==> src/core/lpc_defs.svh <==
// Constants of the LED PWM register core: offsets, fields, resets, timing
`ifndef LPC_DEFS_SVH
`define LPC_DEFS_SVH

// ----------------------------------------------------------------
// Register map (byte offsets on the serial register port)
// ----------------------------------------------------------------
`define LPC_ADDR_SHUTDOWN 8'h00
`define LPC_ADDR_DUTY_FIRST 8'h01
`define LPC_ADDR_DUTY_LAST 8'h12
`define LPC_ADDR_APPLY 8'h13
`define LPC_ADDR_SCALE_FIRST 8'h14
`define LPC_ADDR_SCALE_LAST 8'h25
`define LPC_ADDR_GLOBAL 8'h26
`define LPC_ADDR_FREQ 8'h27
`define LPC_ADDR_SOFT_RESET 8'h2f

// ----------------------------------------------------------------
// Field positions and command values
// ----------------------------------------------------------------
`define LPC_BIT_SOFT_SHUTDOWN_N 0
`define LPC_BIT_GLOBAL_OFF 0
`define LPC_BIT_FREQ_SEL 0
`define LPC_SCALE_MSB 5
`define LPC_SCALE_W 6
`define LPC_APPLY_CMD 8'h00
`define LPC_SOFT_RESET_CMD 8'h00
`define LPC_SCALE_ON_MASK 6'h3c
`define LPC_SCALE_ON_MATCH 6'h10
`define LPC_SCALE_OFF_MASK 6'h30
`define LPC_SCALE_OFF_MATCH 6'h00

// ----------------------------------------------------------------
// Reset values and sizes
// ----------------------------------------------------------------
`define LPC_RST_REG 8'h00
`define LPC_RST_SCALE 6'h00
`define LPC_RST_PTR 8'h00
`define LPC_NUM_CH 18
`define LPC_PWM_STEPS 256
`define LPC_PRE_W 9

// ----------------------------------------------------------------
// Timing: clock rate and the two PWM frequencies, in Hz
// ----------------------------------------------------------------
`define LPC_CLK_HZ 250000000
`define LPC_PWM_FAST_HZ 23000
`define LPC_PWM_SLOW_HZ 3450
`define LPC_STEP_CYC_FAST (`LPC_CLK_HZ / (`LPC_PWM_FAST_HZ * `LPC_PWM_STEPS))
`define LPC_STEP_CYC_SLOW (`LPC_CLK_HZ / (`LPC_PWM_SLOW_HZ * `LPC_PWM_STEPS))

`endif

==> src/core/lpc_pkg.sv <==
// Types of the LED PWM register core
`include "lpc_defs.svh"

package lpc_pkg;

	// ----------------------------------------------------------------
	// State of the register core
	// ----------------------------------------------------------------
	typedef struct packed {
		logic [7:0] ptr;
		logic soft_shutdown_n;
		logic global_off;
		logic freq_slow;
		logic [`LPC_NUM_CH-1:0][7:0] duty_hold;
		logic [`LPC_NUM_CH-1:0][7:0] duty_act;
		logic [`LPC_NUM_CH-1:0][`LPC_SCALE_W-1:0] scale_hold;
		logic [`LPC_NUM_CH-1:0][`LPC_SCALE_W-1:0] scale_act;
		logic [`LPC_NUM_CH-1:0] outs;
		logic [`LPC_NUM_CH-1:0][1:0] scale_sel;
		logic [`LPC_NUM_CH-1:0] enabled;
		logic active;
	} lpc_core_state_t;

	// ----------------------------------------------------------------
	// State of the shared PWM timebase
	// ----------------------------------------------------------------
	typedef struct packed {
		logic [`LPC_PRE_W-1:0] pre;
		logic [7:0] count;
	} lpc_tb_state_t;

endpackage

==> src/core/lpc_pwm_timebase.sv <==
// Shared free-running 256-step PWM counter with selectable step rate
`timescale 1ns/1ps
`default_nettype none
`include "lpc_defs.svh"

module lpc_pwm_timebase #(
	parameter int unsigned FAST_CYC = `LPC_STEP_CYC_FAST,
	parameter int unsigned SLOW_CYC = `LPC_STEP_CYC_SLOW
) (
	input wire logic core_clk,
	input wire logic rst_n,
	input wire logic slow_sel,
	output logic [7:0] pwm_count
);

	lpc_pkg::lpc_tb_state_t s_q;
	lpc_pkg::lpc_tb_state_t s_d;
	logic [`LPC_PRE_W-1:0] limit;

	// ----------------------------------------------------------------
	// Prescaler makes a one-cycle step enable, counter wraps at 256
	// ----------------------------------------------------------------
	always_comb begin
		s_d = s_q;
		limit = slow_sel ? `LPC_PRE_W'(SLOW_CYC - 1) : `LPC_PRE_W'(FAST_CYC - 1);
		// Compare with >= so a switch to the fast rate never overruns
		if (s_q.pre >= limit) begin
			s_d.pre = '0;
			s_d.count = s_q.count + 8'h01;
		end else begin
			s_d.pre = s_q.pre + `LPC_PRE_W'(1);
		end
	end

	// State register
	always_ff @(posedge core_clk) begin
		if (!rst_n) begin
			s_q <= '0;
		end else begin
			s_q <= s_d;
		end
	end

	assign pwm_count = s_q.count;

endmodule // lpc_pwm_timebase
`default_nettype wire

==> src/core/lpc_core.sv <==
// LED PWM register core: write-only register set and 18-channel PWM outputs
//
// Function
// - Pointer advances by one per data byte
// - Shutdown register at 00h, bit 0
// - Shutdown bit 0 turns all channels off
// - Low shutdown pin holds outputs off
// - Eighteen duty registers 01h-12h, reset zero
// - Average current is duty over 256
// - Duty and scale writes only staged
// - Writing zero to 13h applies staged values
// - Eighteen 6-bit scale registers 14h-25h
// - Scale code decode; 00xxxx gives zero
// - Global control register 26h, bit 0
// - Global bit 1 turns every channel off
// - Frequency register 27h selects 23k/3.45k
// - Writing zero to 2Fh restores defaults
// - Power-up reset loads all defaults
`timescale 1ns/1ps
`default_nettype none
`include "lpc_defs.svh"

module lpc_core #(
	parameter int unsigned FAST_CYC = `LPC_STEP_CYC_FAST,
	parameter int unsigned SLOW_CYC = `LPC_STEP_CYC_SLOW
) (
	input wire logic core_clk,
	input wire logic rst_n,
	input wire logic hw_shutdown_n_pin,
	input wire logic addr_byte_valid,
	input wire logic data_byte_valid,
	input wire logic [7:0] rx_byte,
	output logic [`LPC_NUM_CH-1:0] channel_outputs,
	output logic [2*`LPC_NUM_CH-1:0] current_scale_code,
	output logic [`LPC_NUM_CH-1:0] channel_enabled,
	output logic pwm_freq_sel,
	output logic soft_shutdown_n,
	output logic outputs_active
);

	// ----------------------------------------------------------------
	// Helper functions
	// ----------------------------------------------------------------

	// Default contents of every map register; the pointer is kept
	function automatic lpc_pkg::lpc_core_state_t defaults(input logic [7:0] ptr);
		lpc_pkg::lpc_core_state_t d;
		logic [7:0] rst_val;
		// Literals cannot be bit-selected, so go through a variable
		rst_val = `LPC_RST_REG;
		d = '0;
		d.ptr = ptr;
		d.soft_shutdown_n = rst_val[`LPC_BIT_SOFT_SHUTDOWN_N];
		d.global_off = rst_val[`LPC_BIT_GLOBAL_OFF];
		d.freq_slow = rst_val[`LPC_BIT_FREQ_SEL];
		for (int i = 0; i < `LPC_NUM_CH; i++) begin
			d.duty_hold[i] = `LPC_RST_REG;
			d.duty_act[i] = `LPC_RST_REG;
			d.scale_hold[i] = `LPC_RST_SCALE;
			d.scale_act[i] = `LPC_RST_SCALE;
		end
		return d;
	endfunction

	// A code drives current only as 0100xx; 00xxxx and illegal codes stay dark
	function automatic logic scale_on(input logic [`LPC_SCALE_W-1:0] code);
		return (code & `LPC_SCALE_ON_MASK) == `LPC_SCALE_ON_MATCH;
	endfunction

	// Address falls inside an inclusive window
	function automatic logic in_range(input logic [7:0] a, input logic [7:0] lo,
			input logic [7:0] hi);
		return (a >= lo) && (a <= hi);
	endfunction

	// ----------------------------------------------------------------
	// State and timebase
	// ----------------------------------------------------------------
	lpc_pkg::lpc_core_state_t s_q;
	lpc_pkg::lpc_core_state_t s_d;
	logic [7:0] pwm_count;
	logic [7:0] duty_idx;
	logic [7:0] scale_idx;
	logic run;

	// Counter shared by all channels so they switch on in step
	lpc_pwm_timebase #(
		.FAST_CYC(FAST_CYC),
		.SLOW_CYC(SLOW_CYC)
	) u_timebase (
		.core_clk(core_clk),
		.rst_n(rst_n),
		.slow_sel(s_q.freq_slow),
		.pwm_count(pwm_count)
	);

	// ----------------------------------------------------------------
	// Register writes and output computation
	// ----------------------------------------------------------------
	always_comb begin
		s_d = s_q;
		duty_idx = s_q.ptr - `LPC_ADDR_DUTY_FIRST;
		scale_idx = s_q.ptr - `LPC_ADDR_SCALE_FIRST;

		// Address byte loads the pointer; data bytes land at the pointer
		if (addr_byte_valid) begin
			s_d.ptr = rx_byte;
		end else if (data_byte_valid) begin
			if (s_q.ptr == `LPC_ADDR_SHUTDOWN) begin
				s_d.soft_shutdown_n = rx_byte[`LPC_BIT_SOFT_SHUTDOWN_N];
			end else if (in_range(s_q.ptr, `LPC_ADDR_DUTY_FIRST, `LPC_ADDR_DUTY_LAST)) begin
				// Staged only; live duty is untouched until apply
				s_d.duty_hold[duty_idx[4:0]] = rx_byte;
			end else if (s_q.ptr == `LPC_ADDR_APPLY) begin
				// Only the documented command value applies; others are dropped
				if (rx_byte == `LPC_APPLY_CMD) begin
					s_d.duty_act = s_q.duty_hold;
					s_d.scale_act = s_q.scale_hold;
				end
			end else if (in_range(s_q.ptr, `LPC_ADDR_SCALE_FIRST, `LPC_ADDR_SCALE_LAST)) begin
				s_d.scale_hold[scale_idx[4:0]] = rx_byte[`LPC_SCALE_MSB:0];
			end else if (s_q.ptr == `LPC_ADDR_GLOBAL) begin
				s_d.global_off = rx_byte[`LPC_BIT_GLOBAL_OFF];
			end else if (s_q.ptr == `LPC_ADDR_FREQ) begin
				s_d.freq_slow = rx_byte[`LPC_BIT_FREQ_SEL];
			end else if (s_q.ptr == `LPC_ADDR_SOFT_RESET) begin
				if (rx_byte == `LPC_SOFT_RESET_CMD) begin
					s_d = defaults(s_q.ptr);
				end
			end
			// Any other address: byte accepted, nothing stored
			// Pointer wraps at FFh; bursts are not bounded by the map
			s_d.ptr = s_q.ptr + 8'h01;
		end

		// Any one of three off conditions blanks every channel
		run = s_q.soft_shutdown_n
			& hw_shutdown_n_pin
			& ~s_q.global_off;

		// Outputs use the live settings only, one cycle behind the counter
		for (int i = 0; i < `LPC_NUM_CH; i++) begin
			s_d.enabled[i] = scale_on(s_q.scale_act[i]);
			s_d.scale_sel[i] = s_q.scale_act[i][1:0];
			// On while count < duty gives duty/256 average
			s_d.outs[i] = run & scale_on(s_q.scale_act[i])
				& (pwm_count < s_q.duty_act[i]);
		end
		s_d.active = run;
	end

	// State register; reset loads the register defaults
	always_ff @(posedge core_clk) begin
		if (!rst_n) begin
			s_q <= defaults(`LPC_RST_PTR);
		end else begin
			s_q <= s_d;
		end
	end

	// ----------------------------------------------------------------
	// Outputs, all straight from the state register
	// ----------------------------------------------------------------
	assign channel_outputs = s_q.outs;
	assign current_scale_code = s_q.scale_sel;
	assign channel_enabled = s_q.enabled;
	assign pwm_freq_sel = s_q.freq_slow;
	assign soft_shutdown_n = s_q.soft_shutdown_n;
	assign outputs_active = s_q.active;

endmodule // lpc_core
`default_nettype wire

==> config.mk <==
export PLATFORM = sky130hd
export DESIGN_NAME = lpc_core
export DESIGN_NICKNAME = d
export VERILOG_FILES = /design/src/core/lpc_pkg.sv /design/src/core/lpc_pwm_timebase.sv /design/src/core/lpc_core.sv
export VERILOG_INCLUDE_DIRS = /design/src /design/src/core
export SDC_FILE = /design/constraint.sdc
export NUM_CORES = 1
export LEC_CHECK = 0
export BUFFER_PORTS_ARGS = -buffer_cell sky130_fd_sc_hd__buf_2
export CORE_MARGIN = 8
export CORE_UTILIZATION = 50
export CTS_CLUSTER_DIAMETER = 40
export DETAILED_ROUTE_END_ITERATION = 10
export PLACE_DENSITY = 0.75
export SETUP_SLACK_MARGIN = 0.2
export SLEW_MARGIN = 20
export SYNTH_ARGS = -nofsm -noshare
export SYNTH_HDL_FRONTEND = slang
export SYNTH_SLANG_ARGS = --single-unit
==> constraint.sdc <==
create_clock -name core_clk -period 5.16 [get_ports core_clk]
set_clock_uncertainty 0.05 [all_clocks]
set_input_delay 0.774 -clock core_clk [delete_from_list [all_inputs] [get_ports core_clk]]
set_output_delay 0.774 -clock core_clk [all_outputs]
set_load 0.05 [all_outputs]
==> results of run 1 <==
[Yosys cell counts (11+ instances only)]
cell | number | area share [%]
a2111oi_0 | 12 | 0.43
nand2_1 | 110 | 1.7
a22o_1 | 292 | 10
o211ai_1 | 11 | 0.34
o21ai_1 | 11 | 0.22
a32o_1 | 18 | 0.74
nor3_1 | 15 | 0.31
and3_1 | 12 | 0.31
a21o_1 | 21 | 0.64
buf_1 | 12 | 0.18
nor4_1 | 17 | 0.43
buf_4 | 74 | 2.3
ha_1 | 143 | 7.3
dfxtp_1 | 605 | 49
nor2b_1 | 22 | 0.56
o2111ai_1 | 18 | 0.64
nand4_1 | 26 | 0.66
o2bb2ai_1 | 58 | 2.1
nand3_1 | 64 | 1.3
mux2i_1 | 71 | 2.9
nor2_1 | 146 | 2.2
inv_1 | 179 | 2.7
or4_1 | 15 | 0.46
clkbuf_1 | 71 | 1.1
o21ai_0 | 58 | 1.2
a21oi_1 | 61 | 1.2
nand2b_1 | 35 | 0.89
o22ai_1 | 21 | 0.54
buf_2 | 50 | 1.0
xnor2_1 | 12 | 0.43
and2_1 | 18 | 0.46
[metal layers]
layer	wire, um	share of wire (%)	global-route usage, %	vias to the layer above
met3	4091	6.2	4.192	176
met1	28850	44	29.48	8984
li1	-	-	-	8571
met4	2356	3.6	8.688	0
met5	0	0	0	-
met2	30460	46	37.49	618
[final cells by class]
| cell class | count | area (um2) | area share [%] |
|---|---|---|---|
| inverter | 180 | 675.6 | 2.461 |
| clock buffer | 91 | 2071 | 7.542 |
| multi-input combinational | 1395 | 10560 | 38.47 |
| tap | 622 | 778.2 | 2.834 |
| clock inverter | 43 | 480.5 | 1.750 |
| antenna | 1 | 2.502 | 0.009114 |
| sequential | 605 | 12110 | 44.11 |
| timing repair buffer | 123 | 774.5 | 2.821 |
[logic make-up after synthesis]
family / Yosys count
buffers and inverters: 391
xor gates and xnor gates: 21
muxes: 71
and+or+nand+nor: 537
AOI/OAI and AO/OA: 623
adders and majority gates: 143
DFF: 605
[state kept, by name (all words and copies together), names as in the netlist]
signal and cells:
s_q 477, current_scale_code 36, s_d 36, channel_enabled 18, channel_outputs 18, u_timebase.s_q 9, u_timebase.pwm_count 8, outputs_active 1
pwm_freq_sel 1, soft_shutdown_n 1
[how the worst max path moves through the flow]
stage / end / from / cells after the start
4_1_cts: s_q[422] / s_q[582] / 10
3_5_place_dp: s_q[575] / rx_byte[5] / 7
6_report: s_q[308] / s_q[582] / 9
3_3_place_gp: s_q[567] / rx_byte[5] / 7
5_1_grt: s_q[312] / s_q[582] / 10
2_1_floorplan: s_q[191] / rx_byte[6] / 9
[power by group through the flow]
stage / registers [mW] / clock network (mW) / logic, mW
2_1_floorplan: 4.80 / 0 / 0.273
3_3_place_gp: 4.81 / 0 / 0.386
3_5_place_dp: 4.81 / 0 / 0.392
4_1_cts: 4.71 / 5.35 / 0.393
5_1_grt: 4.71 / 5.57 / 0.425
6_report: 4.71 / 5.29 / 0.403
[worst min-delay path, cell delays in order (launching register included)]
cell and delay, ns:
dfxtp_1 0.30, nand2_1 0.05, inv_1 0.05
[per-stage QoR]
step / utilization (%) / worst slack, ns / hold slack [ns] / instance area, um2 / power, mW
after global routing: 56.44 / 1.149 / 0.4016 / 27460 / 10.70
after detailed placement: 51.17 / 1.304 / 0.3589 / 24890 / 5.201
after global placement: 51.17 / 1.342 / 0.3647 / 24890 / 5.194
final: 56.44 / 1.325 / 0.3796 / 27460 / 10.40
after CTS: 56.41 / 1.431 / 0.3806 / 27440 / 10.45
after floorplan: - / 2.270 / 0.3496 / 24470 / 5.073
==> results.py, run 1 <==
metrics = {
    "critical_path": {
        "cp_max_fo": 116,
        "crit_arrival_ns": 4.32,
        "r2r_end": "s_q[308]",
        "reg2reg_from": "s_q[582]",
        "worst-path-buf-inv": 3,
        "worstSetupPathType": "flop to flop",
        "worst_path_largest_cell_delay_ns": 0.55,
        "crit_chain": "buf_4, inv_1, ha_1, nor3b_4, nor4b_4, o211ai_1, nor4_4, buf_12, a22o_1",
        "r2r_setup_slack_ns": 1.33,
        "crit_required_ns": 5.64,
        "ff2ff_path_depth": 9,
        "crit_family": "simple AND/OR/NAND/NOR gates",
        "cp-start-kind": "flop",
        "critPathSlowestCell": "nor4b_4",
        "worst_setup_path_end_kind": "flop",
    },
    "pwr": {
        "cellPowerDensity_nw_per_um2": 378.6,
        "vdd_drop_max_mv": 0.3219,
        "seqPwrFrac_pct": 45.3,
        "p_leak_nw": 10.98,
        "p_clk_share_pct": 50.8,
        "power.share.combinational_pct": 3.9,
        "p_sw_mw": 2.415,
        "power.internal_mw": 7.981,
        "swShare_pct": 23.23,
    },
    "finish": {
        "drive_gt1_share_pct": 12.15,
        "fillers": 4112,
        "final_common_cell": "dfxtp_1",
        "final_nets": 2537,
        "instances_no_fill": 3060,
        "syn_to_final_growth_pct": 12.21,
        "layout_common_cells": "dfxtp_1, a22o_1, inv_1",
    },
    "global_route": {
        "first_global_vias": 18160,
        "grt_pass1_wl_um": 102900,
        "grt_max_degree": 117,
        "antenna_found_initial": 2,
        "groute.usage.overall_pct": 22.75,
        "grt-ovfl-total": 0,
    },
    "sta": {
        "hold_violations": 0,
        "period_share_pct": 74.32,
        "fin_crit_ns": 3.835,
        "worstMarginPinSlew_ns": 1.135,
        "setup_viol_count_final": 0,
        "relSlewSlack_pct": 23.61,
        "tns_ns": 0,
        "drv_slew": 0,
        "maxClockFrequency_ghz": 0.2608,
        "grt_setup_unrepaired": "no",
    },
    "clock_tree": {
        "cts_buffers": 76,
        "path_clk_slew_ns": 0.06,
        "post-cts-setup-buffers": 0,
        "insertion_delay_ns": 0.60,
        "cts.sinks": 605,
        "h-tree-depth": 3,
        "cts_tree": "done",
        "cts_resized": 0,
        "cts_buffer_depth": 3,
        "cts_root_buffer": "clkbuf_16",
        "hold_buffers": 0,
    },
    "synth": {
        "yosysWarnings": 0,
        "syn_inst": 2391,
        "syn_area_per_cell_um2": 10.23,
        "syn_area_um2": 24470,
        "synth_compound_area_share_pct": 20.23,
        "synth_top_family_by_area": "compound AO/OA/AOI/OAI gates",
        "synth_ff_type": "dfxtp_1",
        "yosysSeqAreaShare_pct": 49.50,
        "synth.area.mux_share_pct": 2.904,
        "syn-num-nets": 2547,
        "synthAdderAreaFrac_pct": 7.312,
        "async_flop_share_pct": 0,
        "yosysUniqueCellTypes": 73,
        "yosys.area_share.xor_xnor_pct": 0.7516,
        "yosys.area_share.simple_pct": 11.79,
        "synth_edf_count": 0,
        "ys_ff_latch": 605,
    },
    "die": {
        "initial_utilization_pct": 50.30,
        "coreArea_um2": 48650,
        "die_w_um": 237.2,
        "rows": 81,
        "die_area_um2": 56270,
        "die_y_um": 237.2,
        "io_pins": 88,
    },
    "hold_path": {
        "min-delay-start": "s_d[46]",
        "whs_endpoint": "current_scale_code[27]",
        "hold_path_depth": 2,
        "hp-class": "flop to flop",
    },
    "drt": {
        "drt-pass1-iter-count": 7,
        "num_vias": 18350,
        "vias_per_cell": 5.996,
        "ant_nets": 0,
        "wl_per_cell_um": 21.49,
        "drc_errors": 0,
        "totalWireLength_um": 65770,
        "drtIter0Drc": 1670,
    },
    "run_status": {
        "status": "complete, no violations",
    },
    "job": {
        "drv_cap": 0,
    },
    "placed_design": {
        "place_inst": 2924,
        "port_buffers": 87,
        "hpwlAfterDp_um": 43510,
        "routabilityCongestion": 0.9120,
    },
}
Note: power is estimated with default switching activity, not from simulation.
==> run 2, diff against run 1 <==
- ABC_AREA: default -> 1
- PLACE_DENSITY: 0.75 -> 0.77
- clock period: 5.16 -> 3.25 ns (I/O delays scaled with it)
==> run 2 against run 1 <==
Compared with the run above: register-to-register slack worse by 0.96 ns; final area is 25% higher; flip-flop and latch count stayed put; cell count is 72% higher; core utilization is 0.58 points higher; via count is 48% higher; critical path type unchanged; largest power group unchanged.
==> results.py, run 2 <==
metrics = {
    "job": {
        "drv_cap": 0,
    },
    "clock_tree": {
        "cts_buffer_depth": 3,
        "h-tree-depth": 3,
        "cts_tree": "done",
        "cts_buffers": 93,
        "path_clk_slew_ns": 0.06,
        "cts.sinks": 605,
        "insertion_delay_ns": 0.65,
        "hold_buffers": 0,
        "cts_root_buffer": "clkbuf_16",
    },
    "die": {
        "coreArea_um2": 60020,
        "rows": 90,
        "die_y_um": 261.7,
        "die_area_um2": 68490,
        "io_pins": 88,
        "initial_utilization_pct": 50.29,
        "die_w_um": 261.7,
    },
    "global_route": {
        "antenna_found_initial": 5,
        "grt_max_degree": 157,
        "grt-ovfl-total": 0,
        "groute.usage.overall_pct": 23.34,
        "first_global_vias": 25350,
        "grt_pass1_wl_um": 130600,
    },
    "synth": {
        "yosysWarnings": 0,
        "synth_top_cell_area_share_pct": 40.13,
        "synth_ff_type": "dfxtp_1",
        "yosysUniqueCellTypes": 45,
        "yosysSeqAreaShare_pct": 40.13,
        "syn_area_um2": 30180,
        "synthTopCellsByCount": "nand2_1, nor2_1, dfxtp_1",
        "syn_inst": 4469,
        "syn_area_per_cell_um2": 6.754,
        "synth.area.top_cells": "dfxtp_1, nand2_1, nor2_1",
        "synth_edf_count": 0,
        "yosysMostFrequentCell": "nand2_1",
        "syn-num-nets": 4625,
        "yosysTopAreaCell": "dfxtp_1",
        "ys_ff_latch": 605,
        "async_flop_share_pct": 0,
    },
    "sta": {
        "worstMarginPinSlew_ns": 1.158,
        "tns_ns": 0,
        "period_share_pct": 88.82,
        "relSlewSlack_pct": 22.12,
        "fin_hold_ws_ns": 0.1026,
        "maxClockFrequency_ghz": 0.3464,
        "grt_setup_unrepaired": "no",
        "drv_slew": 0,
        "setup_viol_count_final": 0,
        "fin_crit_ns": 2.887,
        "hold_violations": 0,
    },
    "finish": {
        "largest_register_ff_count": 477,
        "ff_latch_area_um2": 12110,
        "final_nets": 4566,
        "instances_no_fill": 5274,
        "syn_to_final_growth_pct": 13.38,
        "multi_input_area_um2": 14360,
        "drive_gt1_share_pct": 9.202,
        "registers.top_by_ff_count": "s_q",
        "final_common_cell": "nand2_1",
        "stdcell_area_um2": 34220,
        "fillers": 5479,
        "layout_common_cells": "nand2_1, nor2_1, dfxtp_1",
    },
    "placed_design": {
        "routabilityCongestion": 0.9031,
        "port_buffers": 87,
        "place_inst": 5094,
        "hpwlAfterDp_um": 47500,
        "place_area_um2": 30790,
    },
    "critical_path": {
        "crit_chain": "inv_1, ha_1, inv_2, nand2_2, nand2_2, xor2_2, nand3_2, nor2_4, nand2_1, nand2_1, nand2_1, nand2_1, nor2_1",
        "critPathSlowestCell": "dfxtp_1",
        "crit_arrival_ns": 3.37,
        "worst_setup_path_end_kind": "flop",
        "cp_max_fo": 9,
        "worstSetupPathType": "flop to flop",
        "worst_path_largest_cell_delay_ns": 0.45,
        "crit_required_ns": 3.73,
        "crit_path_frequent_cell": "nand2_1",
        "cp-start-kind": "flop",
    },
    "drt": {
        "ant_nets": 0,
        "drt-pass1-iter-count": 6,
        "drc_errors": 0,
        "num_vias": 27220,
        "vias_per_cell": 5.160,
        "wl_per_cell_um": 15.44,
        "totalWireLength_um": 81410,
        "drtIter0Drc": 2253,
    },
    "pwr": {
        "cellPowerDensity_nw_per_um2": 571.7,
        "p_leak_nw": 14.45,
        "vdd_drop_max_mv": 0.4355,
        "power_mw": 19.57,
    },
    "run_status": {
        "status": "complete, no violations",
    },
    "hold_path": {
        "hp-class": "input pin to flop",
    },
}
## run 2: changes by cell type after synthesis, moves of 183 or more
cell / change
nand2_1: +1187
a22o_1: -292
a21oi_1: +204
o21ai_0: +183
inv_1: +341
nor2_1: +546
## run 2: worst max-delay path, delay by kind of cell, from the launching register on
family | cells | cell delay [ns]
simple gates | 9 | 1.32
flops | 1 | 0.45
buf+inv | 2 | 0.37
xor+xnor | 1 | 0.33
fa+ha+maj | 1 | 0.26
## run 2: worst paths after layout
kind	start	endpoint	slack, ns	cells after the start
max	s_q[581]	s_q[521]	0.36	13
min	rx_byte[0]	soft_shutdown_n	0.10	3
max reg2reg	s_q[581]	s_q[521]	0.36	13
min reg2reg	s_d[41]	current_scale_code[22]	0.38	2
## run 2: what timing repair did
action,4_1_cts,5_1_grt
resized for setup,0,3
buffers inserted,0,2
endpoints found under the setup margin,0,22
## run 2: area by class of cell
class                      count  share of cell area [%]
timing repair buffer         165                   3.949
antenna                        4                 0.02925
multi-input combinational   3001                   41.96
inverter                     544                   5.970
clock buffer                 109                   7.488
sequential                   605                   35.40
clock inverter                64                   2.351
tap                          782                   2.859
## run 2: metrics by stage
| step | utilization [%] | setup slack (ns) |
|---|---|---|
| 2_1_floorplan | - | 0.9156 |
| 3_3_place_gp | 51.30 | 0.4957 |
| 3_5_place_dp | 51.30 | 0.4517 |
| 4_1_cts | 56.91 | 0.4215 |
| 5_1_grt | 57.01 | 0.1920 |
| 6_report | 57.02 | 0.3635 |
## run 2: power breakdown
group	switching, mW	internal, mW
logic	1.01	0.394
registers	0.0571	7.49
clock network	3.85	6.76
total	4.92	14.6
## run 2: metal layers
layer	vias to the layer above	track usage, %	wire length (um)	share of wire [%]
li1	13710	-	-	-
met1	12470	29.27	34970	43
met2	833	38.98	37600	46
met3	197	4.243	5650	6.9
met4	4	10.31	3162	3.9
met5	-	0	24	0.029
## run 2: logic make-up (layout without fill, tap and decap cells)
kind of cell | count (synthesis) | count (layout) | share of synthesized area [%]
simple gates | 2244 | 2245 | 30.40
flops | 605 | 605 | 40.13
buf+inv | 864 | 882 | 12.38
fa+ha+maj | 143 | 143 | 5.928
xor+xnor | 11 | 11 | 0.3441
other cells | 0 | 4 | 0
compound gates | 602 | 602 | 10.83
